===== src/design/ubc_map.svh =====
/*
 Register map, field positions, reset values and timing constants of the
 usb bus control block. Assumes a 40 MHz system clock and an AXI4-Lite
 register bus with 32-bit data, one register per aligned word.
*/
`ifndef UBC_MAP_SVH
`define UBC_MAP_SVH
`define UBC_A_CTL      6'h00
`define UBC_A_TRCTL    6'h04
`define UBC_A_STAT     6'h08
`define UBC_A_EPCTL    6'h0c
`define UBC_A_BUS_ENGINE_SUMMARY_FLAG    6'h10
`define UBC_A_SIEIE    6'h14
`define UBC_A_MAINIF   6'h18
`define UBC_A_MAINIE   6'h1c
`define UBC_A_DMA      6'h20
`define UBC_A_EVT      6'h24
// control bits
`define UBC_B_BUSDIS   7
`define UBC_B_ANEG     6
`define UBC_B_NONJEN   5
`define UBC_B_JEN      4
`define UBC_B_WAKE     3
`define UBC_B_EN       0
`define UBC_B_PULLUP   7
`define UBC_B_VBUS     7
`define UBC_B_FS       6
`define UBC_B_NAKSET   7
`define UBC_B_STLSET   6
`define UBC_B_ALLCLR   5
`define UBC_B_EP0CLR   0
// bus engine flags
`define UBC_F_NONJ     0
`define UBC_F_RESET    1
`define UBC_F_SUSP     2
`define UBC_F_J        3
`define UBC_F_SIE      0
`define UBC_MODE_RST   2'h1
`define UBC_LS_J       2'h1
`define UBC_LS_SE0     2'h0
// timing: 3 ms idle, 2.5 us se0
`define UBC_CLK_HZ     40000000
`define UBC_SUSP_US    3000
`define UBC_RST_NS     2500
`define UBC_SUSP_CYC   ((`UBC_SUSP_US * (`UBC_CLK_HZ / 1000000)))
`define UBC_RST_CYC    ((`UBC_RST_NS * (`UBC_CLK_HZ / 1000000)) / 1000)
`endif


===== src/design/ubc_pkg.sv =====
/*
 Types for the usb bus control block. Assumes ubc_map.svh is included by
 the design file that uses it.
*/
package ubc_pkg;
   typedef enum logic [1:0] {
      UBC_BUS_ACTIVE,
      UBC_BUS_SUSP,
      UBC_BUS_RESET
   } ubc_bus_e;

   typedef struct packed {
      logic [5:0] addr;
      logic [31:0] data;
      logic [3:0]  strb;
   } ubc_wreq_s;

   typedef struct packed {
      logic [7:0]  ctl;
      logic [7:0]  trctl;
      logic [3:0]  sie_if;
      logic [3:0]  sie_ie;
      logic [0:0]  main_if;
      logic [0:0]  main_ie;
      logic [3:0]  dma_en_wr;
      logic [3:0]  dma_en_rd;
      logic        dma_wr_flag;
      logic        dma_rd_flag;
      logic [7:0]  ep_pulse;
      logic [15:0] prev_space;
      logic [15:0] prev_data;
      logic [17:0] idle_cnt;
      logic [7:0]  se0_cnt;
      ubc_bus_e    bus;
      logic        aw_got;
      logic        w_got;
      ubc_wreq_s   wr;
      logic        bvalid;
      logic        rvalid;
      logic [31:0] rdata;
   } ubc_state_s;
endpackage : ubc_pkg


===== src/design/ubc_bus_control.sv =====
/*
 Bus control and status logic of a full-speed usb device controller:
 interrupt summary, dma requests, reset/suspend/j/non-j detection, remote
 wakeup, transceiver mode and global endpoint controls, over AXI4-Lite.
 Assumes an AXI4-Lite master, synchronous pin inputs and 40 MHz aclk.
*/
// The register offsets and the AXI4-Lite slave port were chosen for this implementation.
`include "ubc_map.svh"

module ubc_bus_control
   import ubc_pkg::*;
#(
   parameter int NCH      = 4,
   parameter int SUSP_CYC = `UBC_SUSP_CYC
) (
   input  wire logic        aclk,
   input  wire logic        aresetn,
   input  wire logic [5:0]  s_axi_awaddr,
   input  wire logic        s_axi_awvalid,
   output logic             s_axi_awready,
   input  wire logic [31:0] s_axi_wdata,
   input  wire logic [3:0]  s_axi_wstrb,
   input  wire logic        s_axi_wvalid,
   output logic             s_axi_wready,
   output logic [1:0]       s_axi_bresp,
   output logic             s_axi_bvalid,
   input  wire logic        s_axi_bready,
   input  wire logic [5:0]  s_axi_araddr,
   input  wire logic        s_axi_arvalid,
   output logic             s_axi_arready,
   output logic [31:0]      s_axi_rdata,
   output logic [1:0]       s_axi_rresp,
   output logic             s_axi_rvalid,
   input  wire logic        s_axi_rready,
   input  wire logic        vbus_in,
   input  wire logic        dp_in,
   input  wire logic        dm_in,
   input  wire logic [15:0] free_space_count,
   input  wire logic [15:0] valid_data_count,
   output logic             irq,
   output logic [NCH-1:0]   dma_req_wr,
   output logic [NCH-1:0]   dma_req_rd,
   output logic             drive_k,
   output logic             dplus_pullup_enable,
   output logic [1:0]       transceiver_mode,
   output logic             controller_enable,
   output logic             all_nak_force,
   output logic             all_stall_force,
   output logic             all_fifo_clear,
   output logic             control_fifo_clear
);
   localparam logic [17:0] SUSP_N = 18'(SUSP_CYC);
   localparam logic [7:0]  RST_N  = 8'(`UBC_RST_CYC);

   ubc_state_s q;
   ubc_state_s d;
   logic [1:0] line_state;
   logic       bus_active;
   logic       det_on;
   logic       wr_fire;
   logic       rd_fire;
   logic [7:0] stat_rd;
   logic [3:0] sie_set;
   logic       susp_evt;
   logic       rst_evt;

   // line state bits: d+ high, d- low reads 0x1 (j)
   assign line_state = {dm_in, dp_in};
   assign stat_rd = {vbus_in, 1'b1, 4'h0, line_state};
   assign bus_active = (line_state != `UBC_LS_J);
   assign det_on = q.ctl[`UBC_B_EN] & ~q.ctl[`UBC_B_BUSDIS];

   // handshake outputs are combinational; one transfer in flight each way
   assign s_axi_awready = ~q.aw_got & ~q.bvalid;
   assign s_axi_wready  = ~q.w_got & ~q.bvalid;
   assign s_axi_arready = ~q.rvalid;
   assign wr_fire = (q.aw_got | s_axi_awvalid) & (q.w_got | s_axi_wvalid)
                    & ~q.bvalid;
   assign rd_fire = s_axi_arvalid & ~q.rvalid;

   // detector events: timers run only while detection is on
   assign susp_evt = det_on & (q.bus != UBC_BUS_SUSP)
                     & (q.idle_cnt == SUSP_N - 18'h1) & ~bus_active;
   assign rst_evt  = det_on & (q.bus != UBC_BUS_RESET)
                     & (q.se0_cnt == RST_N) & (line_state == `UBC_LS_SE0);
   always_comb begin
      sie_set = 4'h0;
      sie_set[`UBC_F_SUSP]  = susp_evt;
      sie_set[`UBC_F_RESET] = rst_evt;
      sie_set[`UBC_F_NONJ]  = q.ctl[`UBC_B_NONJEN]
                              & (line_state != `UBC_LS_J);
      sie_set[`UBC_F_J]     = q.ctl[`UBC_B_JEN]
                              & (line_state == `UBC_LS_J);
   end

   // next state
   always_comb begin
      ubc_wreq_s w;
      logic [31:0] wd;
      d = q;
      w = q.wr;
      wd = 32'h0;
      // address and data may land on different edges; each is held
      if (s_axi_awvalid & s_axi_awready) begin
         w.addr = s_axi_awaddr;
         d.aw_got = 1'b1;
      end
      if (s_axi_wvalid & s_axi_wready) begin
         w.data = s_axi_wdata;
         w.strb = s_axi_wstrb;
         d.w_got = 1'b1;
      end
      d.wr = w;
      wd = w.data;
      d.ep_pulse = 8'h0; // one-cycle self clearing pulses
      // suspend and reset timers
      if (!det_on || bus_active)
         d.idle_cnt = 18'h0;
      else if (q.idle_cnt != SUSP_N - 18'h1)
         d.idle_cnt = q.idle_cnt + 18'h1;
      if (!det_on || line_state != `UBC_LS_SE0)
         d.se0_cnt = 8'h0;
      else if (q.se0_cnt != RST_N)
         d.se0_cnt = q.se0_cnt + 8'h1;
      if (susp_evt)
         d.bus = UBC_BUS_SUSP;
      else if (rst_evt)
         d.bus = UBC_BUS_RESET;
      else if (bus_active && line_state != `UBC_LS_SE0)
         d.bus = UBC_BUS_ACTIVE;
      // dma flags while free space or valid data is nonzero
      d.prev_space = free_space_count;
      d.prev_data  = valid_data_count;
      d.dma_wr_flag = (free_space_count != 16'h0);
      d.dma_rd_flag = (valid_data_count != 16'h0);
      // register writes
      if (wr_fire) begin
         d.aw_got = 1'b0;
         d.w_got = 1'b0;
         d.bvalid = 1'b1;
         if (w.strb[0]) begin
            case (w.addr)
               `UBC_A_CTL:    d.ctl = {wd[7:3], 2'b00, wd[0]};
               `UBC_A_TRCTL:  d.trctl = {wd[7], 5'h00, wd[1:0]};
               `UBC_A_EPCTL:  d.ep_pulse = {wd[7:5], 4'h0, wd[0]};
               `UBC_A_BUS_ENGINE_SUMMARY_FLAG:  d.sie_if = q.sie_if & ~wd[3:0];
               `UBC_A_SIEIE:  d.sie_ie = wd[3:0];
               `UBC_A_MAINIF: d.main_if = q.main_if & ~wd[0:0];
               `UBC_A_MAINIE: d.main_ie = wd[0:0];
               `UBC_A_DMA:    begin
                  d.dma_en_wr = wd[3:0];
                  d.dma_en_rd = wd[11:8];
               end
               default:       d.bvalid = 1'b1;
            endcase
         end
      end
      // write response stands until the master takes it
      if (q.bvalid & s_axi_bready)
         d.bvalid = 1'b0;
      // hardware sets win over software clears
      d.sie_if = d.sie_if | sie_set;
      if (susp_evt & q.ctl[`UBC_B_ANEG])
         d.ctl[`UBC_B_NONJEN] = 1'b1;
      if (|(d.sie_if & d.sie_ie & sie_set) | |(q.sie_if & q.sie_ie & sie_set))
         d.main_if[`UBC_F_SIE] = 1'b1;
      if (|(sie_set & q.sie_ie))
         d.main_if[`UBC_F_SIE] = 1'b1;
      // reads
      if (rd_fire) begin
         d.rvalid = 1'b1;
         case (s_axi_araddr)
            `UBC_A_CTL:    d.rdata = {24'h0, q.ctl};
            `UBC_A_TRCTL:  d.rdata = {24'h0, q.trctl};
            `UBC_A_STAT:   d.rdata = {24'h0, stat_rd};
            `UBC_A_EPCTL:  d.rdata = 32'h0;
            `UBC_A_BUS_ENGINE_SUMMARY_FLAG:  d.rdata = {28'h0, q.sie_if};
            `UBC_A_SIEIE:  d.rdata = {28'h0, q.sie_ie};
            `UBC_A_MAINIF: d.rdata = {31'h0, q.main_if};
            `UBC_A_MAINIE: d.rdata = {31'h0, q.main_ie};
            `UBC_A_DMA:    d.rdata = {20'h0, q.dma_en_rd, 4'h0, q.dma_en_wr};
            `UBC_A_EVT:    d.rdata = {28'h0, 2'(q.bus), q.dma_rd_flag,
                                      q.dma_wr_flag};
            default:       d.rdata = 32'h0;
         endcase
      end
      // read data stands until the master takes it
      if (q.rvalid & s_axi_rready)
         d.rvalid = 1'b0;
   end

   // single state register; controller enable and mode reset as documented
   always_ff @(posedge aclk) begin
      if (!aresetn) begin
         q <= '0;
         q.trctl <= {6'h00, `UBC_MODE_RST};
         q.bus <= UBC_BUS_ACTIVE;
      end else begin
         q <= d;
      end
   end

   // outputs; only the wakeup k drive is held off until enabled
   assign irq = |(q.main_if & q.main_ie);
   genvar gi;
   generate
      for (gi = 0; gi < NCH; gi++) begin : g_dma
         assign dma_req_wr[gi] = q.dma_wr_flag & q.dma_en_wr[gi];
         assign dma_req_rd[gi] = q.dma_rd_flag & q.dma_en_rd[gi];
      end
   endgenerate
   assign drive_k = q.ctl[`UBC_B_WAKE] & q.ctl[`UBC_B_EN];
   assign dplus_pullup_enable = q.trctl[`UBC_B_PULLUP];
   assign transceiver_mode = q.trctl[1:0];
   assign controller_enable = q.ctl[`UBC_B_EN];
   assign all_nak_force = q.ep_pulse[`UBC_B_NAKSET];
   assign all_stall_force = q.ep_pulse[`UBC_B_STLSET];
   assign all_fifo_clear = q.ep_pulse[`UBC_B_ALLCLR];
   assign control_fifo_clear = q.ep_pulse[`UBC_B_EP0CLR];
   assign s_axi_bvalid = q.bvalid;
   assign s_axi_bresp = 2'b00;
   assign s_axi_rvalid = q.rvalid;
   assign s_axi_rdata = q.rdata;
   assign s_axi_rresp = 2'b00;

   // checks
   a_irq_gate: assert property (@(posedge aclk) disable iff (!aresetn)
      irq |-> (q.main_if[0] & q.main_ie[0])) else $error("irq ungated");
   a_sum_flag: assert property (@(posedge aclk) disable iff (!aresetn)
      |(sie_set & q.sie_ie) |=> q.main_if[0]) else $error("no summary");
   a_dma_gate: assert property (@(posedge aclk) disable iff (!aresetn)
      dma_req_wr[0] |-> q.dma_wr_flag & q.dma_en_wr[0])
      else $error("dma ungated");
   a_det_off: assert property (@(posedge aclk) disable iff (!aresetn)
      q.ctl[7] |-> !susp_evt && !rst_evt) else $error("detect on");
   a_susp_flag: assert property (@(posedge aclk) disable iff (!aresetn)
      susp_evt |=> q.sie_if[2] && q.bus == UBC_BUS_SUSP)
      else $error("no suspend");
   a_rst_flag: assert property (@(posedge aclk) disable iff (!aresetn)
      rst_evt |-> $past(line_state == 2'h0, 100)) else $error("short se0");
   a_nonj_gate: assert property (@(posedge aclk) disable iff (!aresetn)
      sie_set[0] |-> q.ctl[5]) else $error("nonj ungated");
   a_nak_pulse: assert property (@(posedge aclk) disable iff (!aresetn)
      all_nak_force |=> !all_nak_force) else $error("nak stuck");
   a_wake_k: assert property (@(posedge aclk) disable iff (!aresetn)
      drive_k |-> q.ctl[3]) else $error("k without wakeup");
   c_suspend: cover property (@(posedge aclk) susp_evt);
   c_reset: cover property (@(posedge aclk) rst_evt);
   c_irq: cover property (@(posedge aclk) $rose(irq));
   c_nonj: cover property (@(posedge aclk) sie_set[`UBC_F_NONJ]);
   c_dma: cover property (@(posedge aclk) |dma_req_rd);

   // further checks; each one watches state the block drives itself,
   // so a broken gate or timer shows up without help from the bench

   // cpu request follows every enabled summary flag
   a_irq_on: assert property (@(posedge aclk) disable iff (!aresetn)
      |(q.main_if & q.main_ie) |-> irq)
      else $error("irq missing");

   // summary flag is set in the same cycle as the lower flag
   a_sum_now: assert property (@(posedge aclk) disable iff (!aresetn)
      |(sie_set & q.sie_ie) |-> d.main_if[`UBC_F_SIE])
      else $error("summary late");

   // write dma flag follows free space
   a_wr_flag: assert property (@(posedge aclk) disable iff (!aresetn)
      free_space_count != 16'h0 |=> q.dma_wr_flag)
      else $error("no write dma flag");

   // no free space, no write dma flag
   a_wr_clr: assert property (@(posedge aclk) disable iff (!aresetn)
      free_space_count == 16'h0 |=> !q.dma_wr_flag)
      else $error("stale write dma flag");

   // read dma flag follows valid data
   a_rd_flag: assert property (@(posedge aclk) disable iff (!aresetn)
      valid_data_count != 16'h0 |=> q.dma_rd_flag)
      else $error("no read dma flag");

   // no valid data, no read dma flag
   a_rd_clr: assert property (@(posedge aclk) disable iff (!aresetn)
      valid_data_count == 16'h0 |=> !q.dma_rd_flag)
      else $error("stale read dma flag");

   // read request needs flag and channel enable
   a_rd_gate: assert property (@(posedge aclk) disable iff (!aresetn)
      dma_req_rd[0] |-> q.dma_rd_flag & q.dma_en_rd[0])
      else $error("read dma ungated");

   // enabled channel sees the write request
   a_dma_on: assert property (@(posedge aclk) disable iff (!aresetn)
      q.dma_wr_flag & q.dma_en_wr[0] |-> dma_req_wr[0])
      else $error("write dma lost");

   // timers stay cleared while detection is off
   a_off_idle: assert property (@(posedge aclk) disable iff (!aresetn)
      !det_on |=> q.idle_cnt == 18'h0 && q.se0_cnt == 8'h0)
      else $error("timer ran");

   // suspend only after the full idle count
   a_susp_cnt: assert property (@(posedge aclk) disable iff (!aresetn)
      susp_evt |-> q.idle_cnt == SUSP_N - 18'h1)
      else $error("early suspend");

   // reset only after the full se0 count
   a_rst_cnt: assert property (@(posedge aclk) disable iff (!aresetn)
      rst_evt |-> q.se0_cnt == RST_N)
      else $error("early reset");

   // reset detection sets its flag, even against a clear
   a_rst_set: assert property (@(posedge aclk) disable iff (!aresetn)
      rst_evt |=> q.sie_if[`UBC_F_RESET])
      else $error("no reset flag");

   // auto-negotiation starts off after reset
   a_aneg_rst: assert property (@(posedge aclk) disable iff (!aresetn)
      $rose(aresetn) |-> !q.ctl[`UBC_B_ANEG])
      else $error("aneg not reset");

   // suspend under auto-negotiation arms nonj detection
   a_aneg_sus: assert property (@(posedge aclk) disable iff (!aresetn)
      susp_evt & q.ctl[`UBC_B_ANEG] |=> q.ctl[`UBC_B_NONJEN])
      else $error("nonj not armed");

   // armed nonj detection flags a non-j line
   a_nonj_set: assert property (@(posedge aclk) disable iff (!aresetn)
      q.ctl[`UBC_B_NONJEN] && line_state != `UBC_LS_J |=> q.sie_if[0])
      else $error("nonj missed");

   // armed j detection flags a j line
   a_j_set: assert property (@(posedge aclk) disable iff (!aresetn)
      q.ctl[`UBC_B_JEN] && line_state == `UBC_LS_J |=> q.sie_if[3])
      else $error("j missed");

   // enabled j flag reaches the summary flag
   a_j_sum: assert property (@(posedge aclk) disable iff (!aresetn)
      q.ctl[`UBC_B_JEN] && line_state == `UBC_LS_J && q.sie_ie[3]
      |=> q.main_if[`UBC_F_SIE])
      else $error("j summary missed");

   // wakeup bit with the block enabled drives k
   a_k_on: assert property (@(posedge aclk) disable iff (!aresetn)
      q.ctl[`UBC_B_WAKE] && q.ctl[`UBC_B_EN] |-> drive_k)
      else $error("k missing");

   // a disabled block drives no k onto the bus
   a_en_halt: assert property (@(posedge aclk) disable iff (!aresetn)
      !controller_enable |-> !drive_k)
      else $error("k while disabled");

   // transceiver comes out of reset non-driving
   a_mode_rst: assert property (@(posedge aclk) disable iff (!aresetn)
      $rose(aresetn) |-> transceiver_mode == `UBC_MODE_RST)
      else $error("mode not reset");

   // status read shows vbus and the fixed full-speed bit
   a_stat_rd: assert property (@(posedge aclk) disable iff (!aresetn)
      rd_fire && s_axi_araddr == `UBC_A_STAT |=> s_axi_rdata[`UBC_B_FS]
      && s_axi_rdata[`UBC_B_VBUS] == $past(vbus_in))
      else $error("status wrong");

   // status read shows the line state as sampled
   a_line_rd: assert property (@(posedge aclk) disable iff (!aresetn)
      rd_fire && s_axi_araddr == `UBC_A_STAT
      |=> s_axi_rdata[1:0] == $past(line_state))
      else $error("line state wrong");

   // fifo clear strobes last one cycle
   a_clr_pls: assert property (@(posedge aclk) disable iff (!aresetn)
      all_fifo_clear |=> !all_fifo_clear)
      else $error("fifo clear stuck");

   // control fifo clear strobe lasts one cycle
   a_ep0_pls: assert property (@(posedge aclk) disable iff (!aresetn)
      control_fifo_clear |=> !control_fifo_clear)
      else $error("ep0 clear stuck");
endmodule // ubc_bus_control


===== config.mk =====
export PLATFORM = sky130hd
export DESIGN_NAME = ubc_bus_control
export DESIGN_NICKNAME = d
export VERILOG_FILES = /design/src/design/ubc_pkg.sv /design/src/design/ubc_bus_control.sv
export VERILOG_INCLUDE_DIRS = /design/src /design/src/design
export SDC_FILE = /design/constraint.sdc
export NUM_CORES = 1
export LEC_CHECK = 0
export BUFFER_PORTS_ARGS = -buffer_cell sky130_fd_sc_hd__buf_2
export CORE_ASPECT_RATIO = 0.9
export CORE_MARGIN = 8
export CORE_UTILIZATION = 51
export DETAILED_ROUTE_END_ITERATION = 6
export GPL_TIMING_DRIVEN = 0
export PLACE_DENSITY = 0.8
export SYNTH_ARGS = -nofsm -noshare
export SYNTH_HDL_FRONTEND = slang
export SYNTH_SLANG_ARGS = --single-unit

===== constraint.sdc =====
create_clock -name aclk -period 2.95 [get_ports aclk]
set_input_delay 0.295 -clock aclk [delete_from_list [all_inputs] [get_ports aclk]]
set_output_delay 0.295 -clock aclk [all_outputs]
set_load 0.03 [all_outputs]

==> results.sh <==
export IMPL_cp_top_family="simple AND/OR/NAND/NOR gates"
export IMPL_power_ir_vdd_worst_v=0.000355
export IMPL_die_width_um=116
export IMPL_synthArstFlopShare_pct=0
export IMPL_detailed_place_area_um2=5330
export IMPL_max_cap_viol_count=0
export IMPL_timing_critical_path_from="s_axi_bvalid"
export IMPL_worst_setup_slack_post_dpl_ns=0.553
export IMPL_ys_dominant_reg_cell="dfxtp_1"
export IMPL_start_util_pct=51.5
export IMPL_synth_enable_flop_cells=0
export IMPL_first_iter_violations=233
export IMPL_dp_hpwl_um=9200
export IMPL_post_cts_setup_buffer_count=0
export IMPL_grt_max_degree=16
export IMPL_hold_buffers=0
export IMPL_final_period_utilization_pct=82.7
export IMPL_yosys_cell_types=55
export IMPL_cp_required_ns=3.22
export IMPL_global_route_usage_met1_pct=23.2
export IMPL_grt_remaining_overflow=0
export IMPL_slowest_stage_delay_cp_ns=0.51
export IMPL_number_of_antenna_violations_at_the_first_check_in_global_routing=0
export IMPL_core_area_um2=8920
export IMPL_first_global_vias=4049
export IMPL_port_buffers=100
export IMPL_vias_per_cell=5.25
export IMPL_p_leak_nw=2.34
export IMPL_fillCellCount=791
export IMPL_final_setup_tns_ns=0
export IMPL_critical_path_reg2reg_startpoint="s_axi_bvalid"
export IMPL_ant_nets=0
export IMPL_final_period_minus_worst_setup_slack_ns=2.44
export IMPL_max_clock_freq_mhz=410
export IMPL_clockRootBuffer="clkbuf_8"
export IMPL_yosys_warnings=0
export IMPL_drt_first_pass_iters=5
export IMPL_worstSetupStartpointType="flop"
export IMPL_r2r_cells=8
export IMPL_drive_gt1_share_pct=25.9
export IMPL_critical_path_class="flop to flop"
export IMPL_critPathBufInv=2
export IMPL_cts_max_path_buffers=2
export IMPL_reg2reg_setup_slack_ns=0.51
export IMPL_grt_total_usage_pct=19.0
export IMPL_worst_slack_ns=0.509
export IMPL_final_standard_cell_area_without_fillers_um2=5550
export IMPL_boundaryPins=149
export IMPL_grt_util_met2_pct=32.2
export IMPL_clock_latency_ns=0.36
export IMPL_ys_ff_latch=96
export IMPL_power_density_nw_per_um2=473
export IMPL_worst_margin_slew_ns=0.752
export IMPL_syn_std_cell_area_um2=4590
export IMPL_wire_length_of_the_first_global_routing_pass_um=19000
export IMPL_yosysSeqAreaShare_pct=41.9
export IMPL_critical_path_cell_count=8
export IMPL_finalClockSkew_ns=0.00852
export IMPL_antennaDiodeCount=0
export IMPL_setup_viol=0
export IMPL_use_met3_pct=4.82
export IMPL_wl_per_cell_um=14.9
export IMPL_hold_violations=0
export IMPL_timing_critical_path_cells="nor3b_2 > buf_6 > mux2i_4 > nand3_1 > nor3b_2 > buf_6 > nor2_1 > a211oi_1"
export IMPL_cp_data_arrival_time_ns=2.71
export IMPL_syn_inst=519
export IMPL_run_status="completed"
export IMPL_critPathMaxFanout=10
export IMPL_fin_hold_ws_ns=0.126
export IMPL_synthToLayoutAreaGrowth_pct=20.9
export IMPL_critical_path_slowest_cell="nor3b_2"
export IMPL_post_cts_resized_instances=0
export IMPL_cts_buffers_inserted=9
export IMPL_floorplan_die_area_um2=12300
export IMPL_routed_wirelength_um=11600
export IMPL_tritoncts="yes"
export IMPL_globalplace_congestion=0.930
export IMPL_clkSlewWorstSetupHoldPaths_ns=0.09
export IMPL_htree_num_levels=3
export IMPL_finish_cell_count_without_fillers=779
export IMPL_top_usage_layer="met2"
export IMPL_critical_path_endpoint_type="flop"
export IMPL_chipHeight_um=106
export IMPL_setup_repair_after_global_routing_missed_its_margin="false"
export IMPL_hold_path_class="input pin to flop"
export IMPL_fp_row_count=33
export IMPL_residual_drc=0
export IMPL_timing_max_slew_rel_slack_pct=49.5
export IMPL_via_count=4090
export IMPL_finalMaxSlewViolations=0
export IMPL_dp_cells=764
export IMPL_avgSynthCellArea_um2=8.84
export IMPL_numClockSinks=96
export IMPL_fin_nets=746
export IMPL_crit_path_end="q[150]"
export IMPL_worst_r2r_endpoint="q[150]"
[cell type report]
cell class | count | area (µm²) | area share, %
flip-flops and latches | 96 | 1920 | 34.6
well taps | 122 | 153 | 2.75
inverters | 13 | 48.8 | 0.880
plain buffers | 56 | 370 | 6.68
multi-input cells | 377 | 2330 | 42.1
clock buffers | 10 | 138 | 2.48
repair buffers | 100 | 500 | 9.02
clock inverters | 5 | 81.3 | 1.47
[layer usage]
| layer | part of all wire [%] | vias to the layer above |
|---|---|---|
| met2 | 46 | 147 |
| met4 | 1.1 | 0 |
| met1 | 44 | 1897 |
| li1 | - | 2032 |
| met3 | 9.3 | 14 |
| met5 | 0 | - |
[state kept, by name, indices dropped and copies added, names as in the netlist]
| register | cells |
|---|---|
| all_fifo_clear | 1 |
| controller_enable | 1 |
| s_axi_rvalid | 1 |
| s_axi_bvalid | 1 |
| transceiver_mode | 2 |
| s_axi_rdata | 12 |
| control_fifo_clear | 1 |
| all_nak_force | 1 |
| dplus_pullup_enable | 1 |
| q | 74 |
| all_stall_force | 1 |
[cell families (layout without fill, tap and decap cells)]
group / Yosys count / after routing / synth area share, %
AOI/OAI and AO/OA: 77 / 77 / 11.4
xor gates and xnor gates: 20 / 20 / 3.82
adders and majority gates: 3 / 3 / 0.818
buffers and inverters: 69 / 184 / 9.13
DFF: 96 / 96 / 41.9
muxes: 39 / 39 / 8.89
other: 1 / 24 / 0.0817
and+or+nand+nor: 214 / 214 / 24.0
[how the worst min path moves through the flow]
stage / start / endpoint / slack (ns) / cells after the start
2_1_floorplan: s_axi_rready / s_axi_rvalid / 0.40 / 1
3_3_place_gp: s_axi_rdata[4] / s_axi_rdata[4] / 0.45 / 2
3_5_place_dp: s_axi_rdata[4] / s_axi_rdata[4] / 0.46 / 2
4_1_cts: s_axi_rready / s_axi_rvalid / 0.12 / 2
5_1_grt: s_axi_rready / s_axi_rvalid / 0.12 / 2
6_report: s_axi_rready / s_axi_rvalid / 0.13 / 2
[power by group]
part           leakage, nW  switching (mW)  internal [mW]  total, mW
Combinational         1.46           0.208          0.133      0.342
Sequential           0.778          0.0218           1.32       1.35
Clock                0.108           0.440          0.496      0.936
Total                 2.34           0.670           1.95       2.62
[synthesized netlist by cell type, types with 2 or more instances]
cell       count  area, µm²
o21ai_0       10       50.1
a2bb2oi_1      3       26.3
mux2i_1       34        340
and4_1         2       17.5
nor2b_1        9       56.3
or3_1          4       25.0
o31a_1         2       17.5
nor3b_2        2       25.0
xor2_1        14        123
dfxtp_1       96       1920
mux2_2         4       45.0
ha_1           3       37.5
nor4bb_1       2       20.0
nand2b_1       3       18.8
buf_2          2       10.0
buf_1          2       7.51
a22oi_1        7       52.6
nand2_1       22       82.6
a41oi_1        2       17.5
a21oi_1       19       95.1
a211oi_1      20        150
buf_4         38        285
clkbuf_1      12       45.0
nor2_1        85        319
nor3_1        14       70.1
inv_1         12       45.0
nor3b_1        6       45.0
o211ai_1       2       15.0
nand4_1        6       37.5
and2_1        12       75.1
nand3b_1       2       15.0
nand3_1       20        100
and3_1         5       31.3
xnor2_1        6       52.6
buf_6          2       22.5
o22ai_1        3       18.8
a2111o_1       2       22.5
or2_2          2       12.5
nor4_1        12       75.1
[per-stage QoR]
stage | util [%] | power (mW)
after global placement | 59.8 | 1.70
after global routing | 62.2 | 2.72
after floorplan | - | 1.61
after CTS | 62.2 | 2.63
after detailed placement | 59.8 | 1.71
final | 62.2 | 2.62
[cells in the final DEF, fill, tap and decap left out, types with 3 or more instances in the layout]
cell,synthesis,final
xnor2_1,6,6
clkbuf_8,0,10
nor3b_1,6,6
a211oi_1,20,20
nand3_1,20,20
mux2i_1,34,34
conb_1,1,24
buf_4,38,38
inv_1,12,12
a22oi_1,7,7
clkbuf_1,12,12
nor2_1,85,85
nor4_1,12,12
and3_1,5,5
and2_1,12,12
a2bb2oi_1,3,3
buf_2,2,102
dfxtp_1,96,96
xor2_1,14,14
or3_1,4,4
ha_1,3,3
o22ai_1,3,3
nand2b_1,3,3
a21oi_1,19,19
nor2b_1,9,9
nand4_1,6,6
o21ai_0,10,10
mux2_2,4,4
nor3_1,14,14
nand2_1,22,22
Note: power is estimated with default switching activity, not from simulation.
